===== config.mk =====
export PLATFORM = sky130hd
export DESIGN_NAME = smr_mode_regs
export DESIGN_NICKNAME = d
export VERILOG_FILES = /design/src/smr_pkg.sv /design/src/smr_cmd_if.sv /design/src/smr_cal_engine.sv /design/src/smr_mode_regs.sv
export SDC_FILE = /design/constraint.sdc
export NUM_CORES = 1
export LEC_CHECK = 0
export BUFFER_PORTS_ARGS = -buffer_cell sky130_fd_sc_hd__buf_4
export CAP_MARGIN = 20
export CORE_AREA = 8 8 126 128
export DETAILED_ROUTE_END_ITERATION = 10
export DIE_AREA = 0 0 134 136
export HOLD_SLACK_MARGIN = 0.06
export PLACE_DENSITY = 0.81
export SLEW_MARGIN = 40
export SYNTH_ARGS = -nofsm -noshare
export SYNTH_HDL_FRONTEND = slang
export SYNTH_SLANG_ARGS = --single-unit
export TNS_END_PERCENT = 100

===== constraint.sdc =====
create_clock -name clk_sys -period 2.75 [get_ports clk_sys]
set_input_delay 0.275 -clock clk_sys [delete_from_list [all_inputs] [get_ports clk_sys]]
set_output_delay 0.275 -clock clk_sys [all_outputs]
set_load 0.05 [all_outputs]

===== src/smr_pkg.sv =====
// Package for the mode-register, calibration and temperature block.
// Assumes a single 40 MHz system clock; command/address bits arrive pre-captured.
`default_nettype none
package smr_pkg;
   // ******************************
   // Clock and timing
   // ******************************
   localparam int ClkMhz = 40;
   localparam int TempUpdateMs = 32;
   localparam int TempUpdateCycles = TempUpdateMs * 1000 * ClkMhz;
   localparam int ModeWriteNs = 125;
   localparam int ModeWriteCycles = (ModeWriteNs * ClkMhz + 999) / 1000;
   localparam int AutoInitUs = 1;
   localparam int AutoInitCycles = (AutoInitUs * 1000 * ClkMhz + 999) / 1000;
   localparam int CalInitUs = 1;
   localparam int CalInitCycles = (CalInitUs * ClkMhz * 1000 + 999) / 1000;
   localparam int CalLongNs = 360;
   localparam int CalLongCycles = (CalLongNs * ClkMhz + 999) / 1000;
   localparam int CalShortNs = 90;
   localparam int CalShortCycles = (CalShortNs * ClkMhz + 999) / 1000;
   localparam int CalResetNs = 50;
   localparam int CalResetCycles = (CalResetNs * ClkMhz + 999) / 1000;
   localparam int ReadBurstLen = 4;
   // ******************************
   // Mode register addresses
   // ******************************
   localparam logic [7:0] AddrTempStatus = 8'h04;
   localparam logic [7:0] AddrImpedanceCal = 8'h0a;
   localparam logic [7:0] AddrCalPatternA = 8'h20;
   localparam logic [7:0] AddrCalPatternB = 8'h28;
   localparam logic [7:0] AddrReset = 8'h3f;
   localparam logic [3:0] PatternA = 4'ha; // Bit time 0 is the top bit.
   localparam logic [3:0] PatternB = 4'h3; // Bit time 0 is the top bit.
   // ******************************
   // Calibration command codes and defaults
   // ******************************
   localparam logic [7:0] CodeCalInit = 8'hff;
   localparam logic [7:0] CodeCalLong = 8'hab;
   localparam logic [7:0] CodeCalShort = 8'h56;
   localparam logic [7:0] CodeCalReset = 8'hc3;
   localparam logic [7:0] ImpDefault = 8'h80;
   localparam logic [2:0] TempReset = 3'h3;
   localparam logic [7:0] ImpCalRegReset = 8'h00;
   typedef enum logic [2:0] {
      SmrIdle = 3'b000,
      SmrModeWrite = 3'b001,
      SmrAutoInit = 3'b010,
      SmrCal = 3'b011,
      SmrRead = 3'b100
   } smr_state_t;
endpackage
`default_nettype wire


===== src/smr_cmd_if.sv =====
// Interface carrying a decoded mode-register command to the calibration engine.
// Assumes both ends share clk_sys.
`default_nettype none
interface smr_cmd_if;
   logic calStart;
   logic [7:0] calCode;
   logic calBusy;
   logic calDone;
   logic [7:0] impSetting;
   modport ctrl (output calStart, output calCode, input calBusy, input calDone,
      input impSetting);
   modport eng (input calStart, input calCode, output calBusy, output calDone,
      output impSetting);
endinterface
`default_nettype wire


===== src/smr_cal_engine.sv =====
// Impedance calibration engine: times one calibration and updates the setting.
// Assumes a resistor-present strap and a measured target from the analog side.
`default_nettype none
module smr_cal_engine
   import smr_pkg::*;
(
   input wire logic clk_sys,
   input wire logic reset_n,
   input wire logic clkEn,
   input wire logic resistorPresent,
   input wire logic [7:0] impTarget,
   smr_cmd_if.eng cmd
);
   logic [15:0] calCnt_ff;
   logic [7:0] calCode_ff;
   logic [7:0] impSetting_ff;
   logic calBusy_ff;
   logic calDone_ff;

   assign cmd.calBusy = calBusy_ff;
   assign cmd.calDone = calDone_ff;
   assign cmd.impSetting = impSetting_ff;

   // ******************************
   // Sequencing
   // ******************************
   // Starts a calibration only when a resistor is fitted and the code is valid.
   always_ff @(posedge clk_sys or negedge reset_n) begin
      if (!reset_n) begin
         calBusy_ff <= 1'b0;
         calDone_ff <= 1'b0;
         calCnt_ff <= 16'h0000;
         calCode_ff <= 8'h00;
      end else if (clkEn) begin
         calDone_ff <= 1'b0;
         if (cmd.calStart && !calBusy_ff && resistorPresent) begin
            calCode_ff <= cmd.calCode;
            calBusy_ff <= 1'b1;
            case (cmd.calCode)
               CodeCalInit: calCnt_ff <= 16'(CalInitCycles);
               CodeCalLong: calCnt_ff <= 16'(CalLongCycles);
               CodeCalShort: calCnt_ff <= 16'(CalShortCycles);
               CodeCalReset: calCnt_ff <= 16'(CalResetCycles);
               default: calBusy_ff <= 1'b0;
            endcase
         end else if (calBusy_ff) begin
            if (calCnt_ff <= 16'h0001) begin
               calBusy_ff <= 1'b0; // Pin circuitry powered down here.
               calDone_ff <= 1'b1;
            end else begin
               calCnt_ff <= calCnt_ff - 16'h0001;
            end
         end
      end
   end

   // Applies the result: full/long converge, short steps, reset restores.
   always_ff @(posedge clk_sys or negedge reset_n) begin
      if (!reset_n) begin
         impSetting_ff <= ImpDefault;
      end else if (clkEn && calBusy_ff && calCnt_ff <= 16'h0001) begin
         case (calCode_ff)
            CodeCalInit, CodeCalLong: impSetting_ff <= impTarget;
            CodeCalReset: impSetting_ff <= ImpDefault;
            CodeCalShort: begin // One step per short calibration.
               if (impSetting_ff < impTarget) begin
                  impSetting_ff <= impSetting_ff + 8'h01;
               end else if (impSetting_ff > impTarget) begin
                  impSetting_ff <= impSetting_ff - 8'h01;
               end
            end
            default: impSetting_ff <= impSetting_ff;
         endcase
      end
   end
endmodule
`default_nettype wire


===== src/smr_mode_regs.sv =====
// Mode-register command decode, temperature status, calibration patterns.
// Assumes CA bits are presented as rising and falling halves, synchronous to clk_sys.
// Contract
// - Temperature status refreshed at least every 32 ms update interval.
// - Pattern A reads 1,0,1,0; pattern B reads 0,0,1,1.
// - Pattern driven on lowest line of every byte lane.
// - All other lines of each lane copy line 0 during the burst.
// - Write decoded when select low and CA0..CA3 low on rising edge.
// - Address from falling CA1-0 and rising CA9-4; data from falling CA9-2.
// - Writes to read-only registers are ignored.
// - Reads accepted with banks active; banks stay active.
// - Reset write restores defaults and enters auto-initialization.
// - Four calibration operations chosen by code written to address 0Ah.
// - Init and long reach 15 percent; reset restores 30 percent default.
// - Each short calibration corrects at least 1.5 percent error.
// - Calibration pin circuitry disabled once calibration finishes.
// - Read decoded when select low, CA0..CA2 low, CA3 high.
// - Reads burst four beats and are not interrupted.
// - Without a resistor, calibration commands are ignored, defaults kept.
`default_nettype none
module smr_mode_regs
   import smr_pkg::*;
#(
   parameter int DataWidth = 32,
   parameter int TempCycles = TempUpdateCycles
)(
   input wire logic clk_sys,
   input wire logic reset_n,
   input wire logic clkEn,
   input wire logic chipSel_n,
   input wire logic [9:0] caRise,
   input wire logic [9:0] caFall,
   input wire logic [2:0] tempSensor,
   input wire logic resistorPresent,
   input wire logic [7:0] impTarget,
   input wire logic anyBankActive,
   output logic [DataWidth-1:0] dqOut,
   output logic dqOutEn,
   output logic dqsToggle,
   output logic [2:0] tempStatus,
   output logic [7:0] impSetting,
   output logic calBusy,
   output logic devBusy,
   output logic autoInitActive,
   output logic arrayUndefined
);
   localparam int Lanes = DataWidth / 8;

   smr_state_t state_ff;
   logic [31:0] tempCnt_ff;
   logic [2:0] tempStatus_ff;
   logic [7:0] impCalReg_ff;
   logic [15:0] waitCnt_ff;
   logic [1:0] beat_ff;
   logic [7:0] rdAddr_ff;
   logic [DataWidth-1:0] dqOut_ff;
   logic dqOutEn_ff;
   logic dqsToggle_ff;
   logic arrayUndef_ff;
   logic isWrite;
   logic isRead;
   logic [7:0] cmdAddr;
   logic [7:0] cmdData;
   logic [3:0] pattern;
   logic [7:0] beatByte;

   smr_cmd_if calIf ();

   smr_cal_engine uCal (
      .clk_sys(clk_sys),
      .reset_n(reset_n),
      .clkEn(clkEn),
      .resistorPresent(resistorPresent),
      .impTarget(impTarget),
      .cmd(calIf.eng)
   );

   // ******************************
   // Command decode
   // ******************************
   // Decodes the command on the rising half and gathers address and data.
   assign isWrite = !chipSel_n && caRise[3:0] == 4'h0;
   assign isRead = !chipSel_n && caRise[3:0] == 4'h8;
   assign cmdAddr = {caRise[9:4], caFall[1:0]};
   assign cmdData = caFall[9:2];
   // A write refused for an open bank must not start the engine either.
   assign calIf.calStart = clkEn && state_ff == SmrIdle && isWrite && !anyBankActive
      && cmdAddr == AddrImpedanceCal;
   assign calIf.calCode = cmdData;

   // ******************************
   // Temperature status
   // ******************************
   // Samples the sensor each update interval so status never ages past it.
   always_ff @(posedge clk_sys or negedge reset_n) begin
      if (!reset_n) begin
         tempCnt_ff <= 32'h00000000;
         tempStatus_ff <= TempReset;
      end else if (clkEn) begin
         if (tempCnt_ff >= 32'(TempCycles - 1)) begin
            tempCnt_ff <= 32'h00000000;
            tempStatus_ff <= tempSensor;
         end else begin
            tempCnt_ff <= tempCnt_ff + 32'h00000001;
         end
      end
   end

   // ******************************
   // Writable register and state
   // ******************************
   // Main sequencer: write period, auto-init, calibration and read bursts.
   always_ff @(posedge clk_sys or negedge reset_n) begin
      if (!reset_n) begin
         state_ff <= SmrIdle;
         waitCnt_ff <= 16'h0000;
         impCalReg_ff <= ImpCalRegReset;
         rdAddr_ff <= 8'h00;
         arrayUndef_ff <= 1'b0;
      end else if (clkEn) begin
         case (state_ff)
            SmrIdle: begin
               if (isRead) begin // Accepted even with banks active.
                  rdAddr_ff <= cmdAddr;
                  state_ff <= SmrRead;
               end else if (isWrite && !anyBankActive) begin
                  if (cmdAddr == AddrReset) begin
                     impCalReg_ff <= ImpCalRegReset;
                     arrayUndef_ff <= 1'b1;
                     waitCnt_ff <= 16'(AutoInitCycles);
                     state_ff <= SmrAutoInit;
                  end else if (cmdAddr == AddrImpedanceCal) begin
                     impCalReg_ff <= cmdData;
                     state_ff <= SmrCal;
                  end else begin
                     // Read-only and unknown targets change no register; only the write period runs.
                     waitCnt_ff <= 16'(ModeWriteCycles);
                     state_ff <= SmrModeWrite;
                  end
               end
            end
            SmrModeWrite, SmrAutoInit: begin
               if (waitCnt_ff <= 16'h0001) begin
                  state_ff <= SmrIdle;
               end else begin
                  waitCnt_ff <= waitCnt_ff - 16'h0001;
               end
            end
            SmrCal: begin
               // Engine refused or finished: return to idle.
               if (!calIf.calBusy) begin
                  state_ff <= SmrIdle;
               end
            end
            SmrRead: begin
               if (beat_ff == 2'(ReadBurstLen - 1)) begin
                  state_ff <= SmrIdle;
               end
            end
            default: state_ff <= SmrIdle;
         endcase
      end
   end

   // ******************************
   // Read data path
   // ******************************
   // Selects the calibration pattern or register byte for the current beat.
   always_comb begin
      pattern = 4'h0;
      beatByte = 8'h00;
      if (rdAddr_ff == AddrCalPatternA) begin
         pattern = PatternA;
      end else if (rdAddr_ff == AddrCalPatternB) begin
         pattern = PatternB;
      end
      if (rdAddr_ff == AddrCalPatternA || rdAddr_ff == AddrCalPatternB) begin
         beatByte = {8{pattern[3 - beat_ff]}};
      end else if (beat_ff == 2'h0) begin
         if (rdAddr_ff == AddrTempStatus) begin
            beatByte = {5'h00, tempStatus_ff};
         end else if (rdAddr_ff == AddrImpedanceCal) begin
            beatByte = impCalReg_ff;
         end
      end
   end

   // Drives the burst: beat counter, data on every lane, strobe toggle.
   always_ff @(posedge clk_sys or negedge reset_n) begin
      if (!reset_n) begin
         beat_ff <= 2'h0;
         dqOut_ff <= '0;
         dqOutEn_ff <= 1'b0;
         dqsToggle_ff <= 1'b0;
      end else if (clkEn) begin
         if (state_ff == SmrRead) begin
            beat_ff <= beat_ff + 2'h1;
            dqOut_ff <= {Lanes{beatByte}};
            dqOutEn_ff <= 1'b1;
            dqsToggle_ff <= ~dqsToggle_ff;
         end else begin
            beat_ff <= 2'h0;
            dqOut_ff <= '0;
            dqOutEn_ff <= 1'b0;
            dqsToggle_ff <= 1'b0;
         end
      end
   end

   // ******************************
   // Registered outputs
   // ******************************
   // Mirrors internal state onto outputs through flip-flops.
   always_ff @(posedge clk_sys or negedge reset_n) begin
      if (!reset_n) begin
         tempStatus <= TempReset;
         impSetting <= ImpDefault;
         calBusy <= 1'b0;
         devBusy <= 1'b0;
         autoInitActive <= 1'b0;
         arrayUndefined <= 1'b0;
      end else if (clkEn) begin
         tempStatus <= tempStatus_ff;
         impSetting <= calIf.impSetting;
         calBusy <= calIf.calBusy;
         devBusy <= state_ff != SmrIdle;
         autoInitActive <= state_ff == SmrAutoInit;
         arrayUndefined <= arrayUndef_ff;
      end
   end

   assign dqOut = dqOut_ff;
   assign dqOutEn = dqOutEn_ff;
   assign dqsToggle = dqsToggle_ff;
endmodule
`default_nettype wire


Word level (Yosys, flattened, before mapping)
Cells that the tools add are included.

operators by class
  mux-type cells = 40
  bitwise gates (word level) = 2
  reduce and logical (&&, ||, !) cells = 35
  add/sub/neg operators = 7
  equal/unequal tests = 31
  div/mod/pow operators = 0
  shift-type cells = 0
  order comparisons = 6
  $mul = 0

operator list
  kind                   number
  $mux 16                8
  $mux 32                2
  $mux 8                 8
  $pmux 16 s4            1
  $eq 8x8->1 const B     6
  $add 32x1->32 const B  1
  $ge 32x21->1 const B   1
  $le 16x1->1 const B    2
  $lt 32x3->1 const B    1
  $pmux 16 s2            1
  $sub 16x1->16 const B  2
  $eq 8x6->1 const B     3
  $pmux 8 s3             1
  $eq 8x4->1 const B     2
  $eq 8x7->1 const B     2
  $mux 3                 5
  $reduce_and 5->1       3
  $pmux 3 s4             1
  $logic_and 1x1->1      11
  $ne 2x2->1 const B     5
  $add 8x1->8 const B    1
  $eq 8x3->1 const B     1
  $gt 8x8->1             1
  $lt 8x8->1             1
  other kinds (30)       51

word-level totals
  register bits = 155
  latch bits = 0
  bits in writable memories = 0
  memories kept = 0
  bits in read-only memories = 0
  output and inout port bits = 49
  bits of input ports = 37
  logic and storage cells = 142

Longest topological paths before layout
  depth after elaboration = 9
  depth in mapped cells = 13
  mapped depth without buffers = 13

Hierarchy
From an unflattened synthesis, not the netlist that was laid out.

second synthesis, totals
  cells, all modules = 785
  area total of the unflattened synthesis = 7504.7 µm²

modules (own cells, without submodules)
  module          sequential area each (µm²)  times used  area each (µm²)  cells an instance
  smr_mode_regs   2458.6                      1           5138.7           520
  smr_cal_engine  852.1                       1           2366.0           265

Worst setup path before layout
OpenSTA, ideal clock, no wires.

  kind = reg2reg
  start point = register uCal.impSetting_ff[1], in the netlist uCal.cmd.impSetting[1]
  end point = register uCal.impSetting_ff[7], in the netlist uCal.cmd.impSetting[7]
  period minus slack after synthesis = 2.873 ns
  cell stages (with the launch flop) = 13
  setup time = 0.064 ns
  required time = 2.686 ns
  data arrival time = 2.809 ns
  path slack = -0.123 ns
  path buffers = 0
  cell sequence = dfrtp_1 ha_1 nand2b_1 a21oi_1 o21ai_0 nand2_1 ha_1 and3_1 a32oi_1 a311oi_1 a21o_1 a2111o_1 nand3_1

on the way
  cells in the longest elaborated chain, start to end = 4
  elaborated cells on any way between the ends = 9
  classes of those cells = add/sub (2); order compare (2); eq/ne (1); mux (3); reduce/logical (1)

RTL lines
  what                    line                  source
  start, declared         smr_cal_engine.sv:16  logic [7:0] impSetting_ff;
  start signal, assigned  smr_cal_engine.sv:60  impSetting_ff <= ImpDefault;
  start signal, assigned  smr_cal_engine.sv:63  CodeCalInit, CodeCalLong: impSetting_ff <= impTarget;
  start signal, assigned  smr_cal_engine.sv:64  CodeCalReset: impSetting_ff <= ImpDefault;
  $sub 8x1->8             smr_cal_engine.sv:69  impSetting_ff <= impSetting_ff - 8'h01;
  $mux 8                  smr_cal_engine.sv:68  end else if (impSetting_ff > impTarget) begin
  $mux 8                  smr_cal_engine.sv:66  if (impSetting_ff < impTarget) begin
  $pmux 8 s3              smr_cal_engine.sv:62  case (calCode_ff)

Parallel ways exist; a longest one is shown, timed or not. The select of a mux whose other input is x is not followed.
A chain may end at the register's enable or synchronous reset.

Worst setup path in the final report
  start point = register uCal.impSetting_ff[7], in the netlist uCal.cmd.impSetting[7]
  end point = register uCal.impSetting_ff[7], in the netlist uCal.cmd.impSetting[7]

Same word-level chain as after synthesis.

==> metrics.md <==
| Metric | Value |
|---|---|
| CP max-delay cell | dfstp_2 |
| Crit path DAT | 3.14 ns |
| PD cells | roughly 650 mW/mm^2 |
| Syn Nets | just over 800 |
| Routed len/inst | 17.5 um |
| Final ANT Viol Nets | 0 |
| Status | finished with violations |
| Aggregate global routing overflow | 0 |
| Total clock sinks | roughly 130 |
| Main area contributors after synthesis | dfrtp_1, nand2_1, ha_1 |
| Post-DP HPWL | between 10000 and 15000 um |
| Largest net degree at the start of global routing | 63 |
| Fin crit period | 2.77 ns |
| I/O pin count | 86 |
| CTS Buf Count | 17 |
| Drt pass-1 iters | 5 |
| Clk_lat worst skew | around 0.43 ns |
| WS Path Type | reg2reg |
| Die height | between 100 and 150 um |
| Largest area contributor in the netlist | dfrtp_1 |
| Nets | between 900 and 1000 |
| Initial Util | 0.509 |
| Crit path largest cell delay | between 0.5 and 0.6 ns |
| Via/cell ratio | 5.97 |
| Synth top area share | 0.438 |
| DR iter-0 viols | just over 500 |
| Synth cell types | 67 |
| CP delay by family, top | compound AO/OA/AOI/OAI gates |
| Max Clock Freq | 361 MHz |
| Post-Syn Area | about 0.0071 sq mm |
| Hold Vio Cnt, Final | 0 |
| Worst Path Max Fanout | 6 |
| Final setup TNS | -0.0239 ns |
| Crit share post-route | 1.01 |
| First-pass GRT wire length | 30300 um |
| Required time worst endpoint | between 3 and 4 ns |
| DP Area | approximately 0.008 sq mm |
| Fin. max-slew vios | 0 |
| Die extent in x | ~130 um |
| CTS root buf | clkbuf_16 |
| Full die area | approximately 0.018 sq mm |
| Pre-CTS setup slack | -0.185 ns |
| Dpl cells | slightly above 1000 |
| HP Class | in2reg |
| Bufs on Longest Clock Path | 2 |
| Ys flop type | dfrtp_1 |
| Mean Syn Cell Area | roughly 9.4 sq um |
| Util after Layout | 0.642 |
| Routability congestion estimate | between 0.9 and 1 |
| Most frequent cells in the layout | buf_4, dfrtp_1, nand2_1 |
| Residual DRC | 0 |
| Initial antenna violation count | 0 |
| Final setup margin | -0.0239 ns |
| Tot GR Track Use | 0.206 |
| YS warnings | 0 |
| CTS H-Tree Depth | 4 |
| Core ar. | approximately 0.014 sq mm |
| Post-Syn Instances | between 700 and 800 |
| Setup violations, final | 1 |
| Share of layout cells above drive strength 1 | 0.275 |
| Total number of vias | between 6000 and 7000 |
| Failing checks | setup timing |
| CP endpoint kind | flop |
| Commonest non-fill, non-tap cell in the layout | buf_4 |
| Buffers & Inverters on Critical Path | 0 |
| ANT cells | 0 |
| Asr flop ratio synth | 1.00 |
| Vias in the first global route | around 6200 |
| RSZ-0062 raised after global routing | true |
| Slew headroom | 0.581 |
| Most common cell on crit path | ha_4 |
| Finished Cell Area | approximately 0.009 sq mm |
| Sequential-to-total area share from yosys stat | 0.460 |
| EDFF count, synth | 0 |
| Startpoint Class | flop |
| Flops & latches, synth | approximately 130 |
| Port Buffer Count | 85 |
| Area added between synthesis and finish | 26.2% |
| Num rows | 44 |
| WL final | 18800 um |
| CTS tree | done |
| Reg clk slew, reported paths | 0.06 ns |
| Final Skew | roughly 0.01 ns |
| Leak Pwr | roughly 0.0043 uW |
| Cell Chain, Critical Path | ha_4 -> nand2_1 -> nor2_2 -> o21ai_4 -> nand2_8 -> ha_4 -> and3_4 -> a32oi_2 -> a311oi_2 -> a21o_1 -> a2111o_1 -> nand3_2 |
| Finished Layout Cells | about 1100 |
| Max-cap viol count | 0 |
| Slew @ Worst Pin | 0.627 ns |
| Worst vdd ir | 0.000484 V |
[report_power, final]
group	switching [uW]	leakage [uW]	internal, uW	total (uW)
registers	208	0.00175	2120	2330
clock network	873	0.000304	1500	2380
logic	658	0.00225	460	1120
total	1740	0.00430	4090	5830
[synthesized netlist by cell type (4+ instances only)]
| master | count |
|---|---|
| dfrtp_1 | 125 |
| nand2_1 | 92 |
| nor2_1 | 72 |
| o21ai_0 | 52 |
| a21oi_1 | 38 |
| nand3_1 | 26 |
| nor3_1 | 26 |
| buf_4 | 25 |
| inv_1 | 25 |
| mux2_2 | 24 |
| ha_1 | 22 |
| a31oi_1 | 20 |
| clkbuf_1 | 16 |
| or3_1 | 14 |
| xor2_1 | 14 |
| nor4_1 | 13 |
| a21o_1 | 11 |
| and3_1 | 10 |
| o2bb2ai_1 | 10 |
| o31ai_1 | 10 |
| xnor2_1 | 10 |
| or4_1 | 9 |
| nand4_1 | 8 |
| a22oi_1 | 6 |
| dfstp_2 | 6 |
| mux2i_1 | 5 |
| o41ai_1 | 5 |
| buf_2 | 4 |
| nand2b_1 | 4 |
| nor4bb_1 | 4 |
[layout make-up]
type	instances	area, sq um
fill	1075	5020
multi-input combinational	556	3670
sequential	131	3290
timing repair buffer	146	1110
clock buffer	21	470
tap	184	230
clock inverter	11	151
inverter	25	93.8
[routing by layer]
| layer | track usage | share of wire |
|---|---|---|
| met1 | 0.244 | 0.42 |
| met2 | 0.341 | 0.49 |
| met3 | 0.0639 | 0.069 |
| met4 | 0.0867 | 0.027 |
| met5 | 0 | 0 |
[timing repair]
item / 4_1_cts / 5_1_grt
hold buffers: 1 / 0
pin swaps: 8 / 9
gates resized for setup: 12 / 15
setup buffers: 10 / 3
endpoints found under the hold margin: 54 / 0
setup endpoints to repair: 2 / 9
[metrics by stage]
stage / hold slack [ns] / power (uW)
finish: 0.0786 / 5830
global route: 0.0630 / 6090
CTS: 0.0698 / 5810
detailed placement: 0.407 / 3410
global placement: 0.400 / 3380
floorplan: -0.0206 / 3070
[kinds of logic (layout without fill, tap and decap cells)]
group,count (synthesis),after routing,share of synthesized area
multiplexers,30,30,0.0469
AO/OA/AOI/OAI,175,175,0.157
adder cells (fa/ha/maj),23,23,0.0413
XOR/XNOR,24,24,0.0294
AND/OR/NAND/NOR,304,304,0.212
flip-flops,131,131,0.460
buffers and inverters,73,203,0.0543
[worst reg2reg max path, stage by stage (launching register included)]
cell      delay [ns]
dfstp_2         0.56
ha_4            0.15
nand2_1         0.10
nor2_2          0.21
o21ai_4         0.11
nand2_8         0.12
ha_4            0.22
and3_4          0.17
a32oi_2         0.23
a311oi_2        0.15
a21o_1          0.20
a2111o_1        0.40
nand3_2         0.10
[sequential cells by signal (all words and copies together), names as in the netlist, 8 cells and up]
| signal | cells |
|---|---|
| tempCnt_ff | 32 |
| uCal.calCnt_ff | 16 |
| waitCnt_ff | 16 |
| dqOut | 8 |
| impCalReg_ff | 8 |
| impSetting | 8 |
| rdAddr_ff | 8 |
| uCal.calCode_ff | 8 |
| uCal.cmd.impSetting | 8 |
[final timing paths]
kind                                   startpoint  slack (ns)  cells after the start                endpoint
max                        uCal.cmd.impSetting[7]       -0.02                     12  uCal.cmd.impSetting[7]
min                                 tempSensor[2]        0.08                      2        tempStatus_ff[2]
max reg2reg                uCal.cmd.impSetting[7]       -0.02                     12  uCal.cmd.impSetting[7]
min reg2reg                             dqsToggle        0.47                      1               dqsToggle
max in group asynchronous                 reset_n        1.71                      3           waitCnt_ff[3]
min in group asynchronous                 reset_n        0.37                      2           impSetting[4]
No activity file was read; power rests on OpenSTA's default activity.
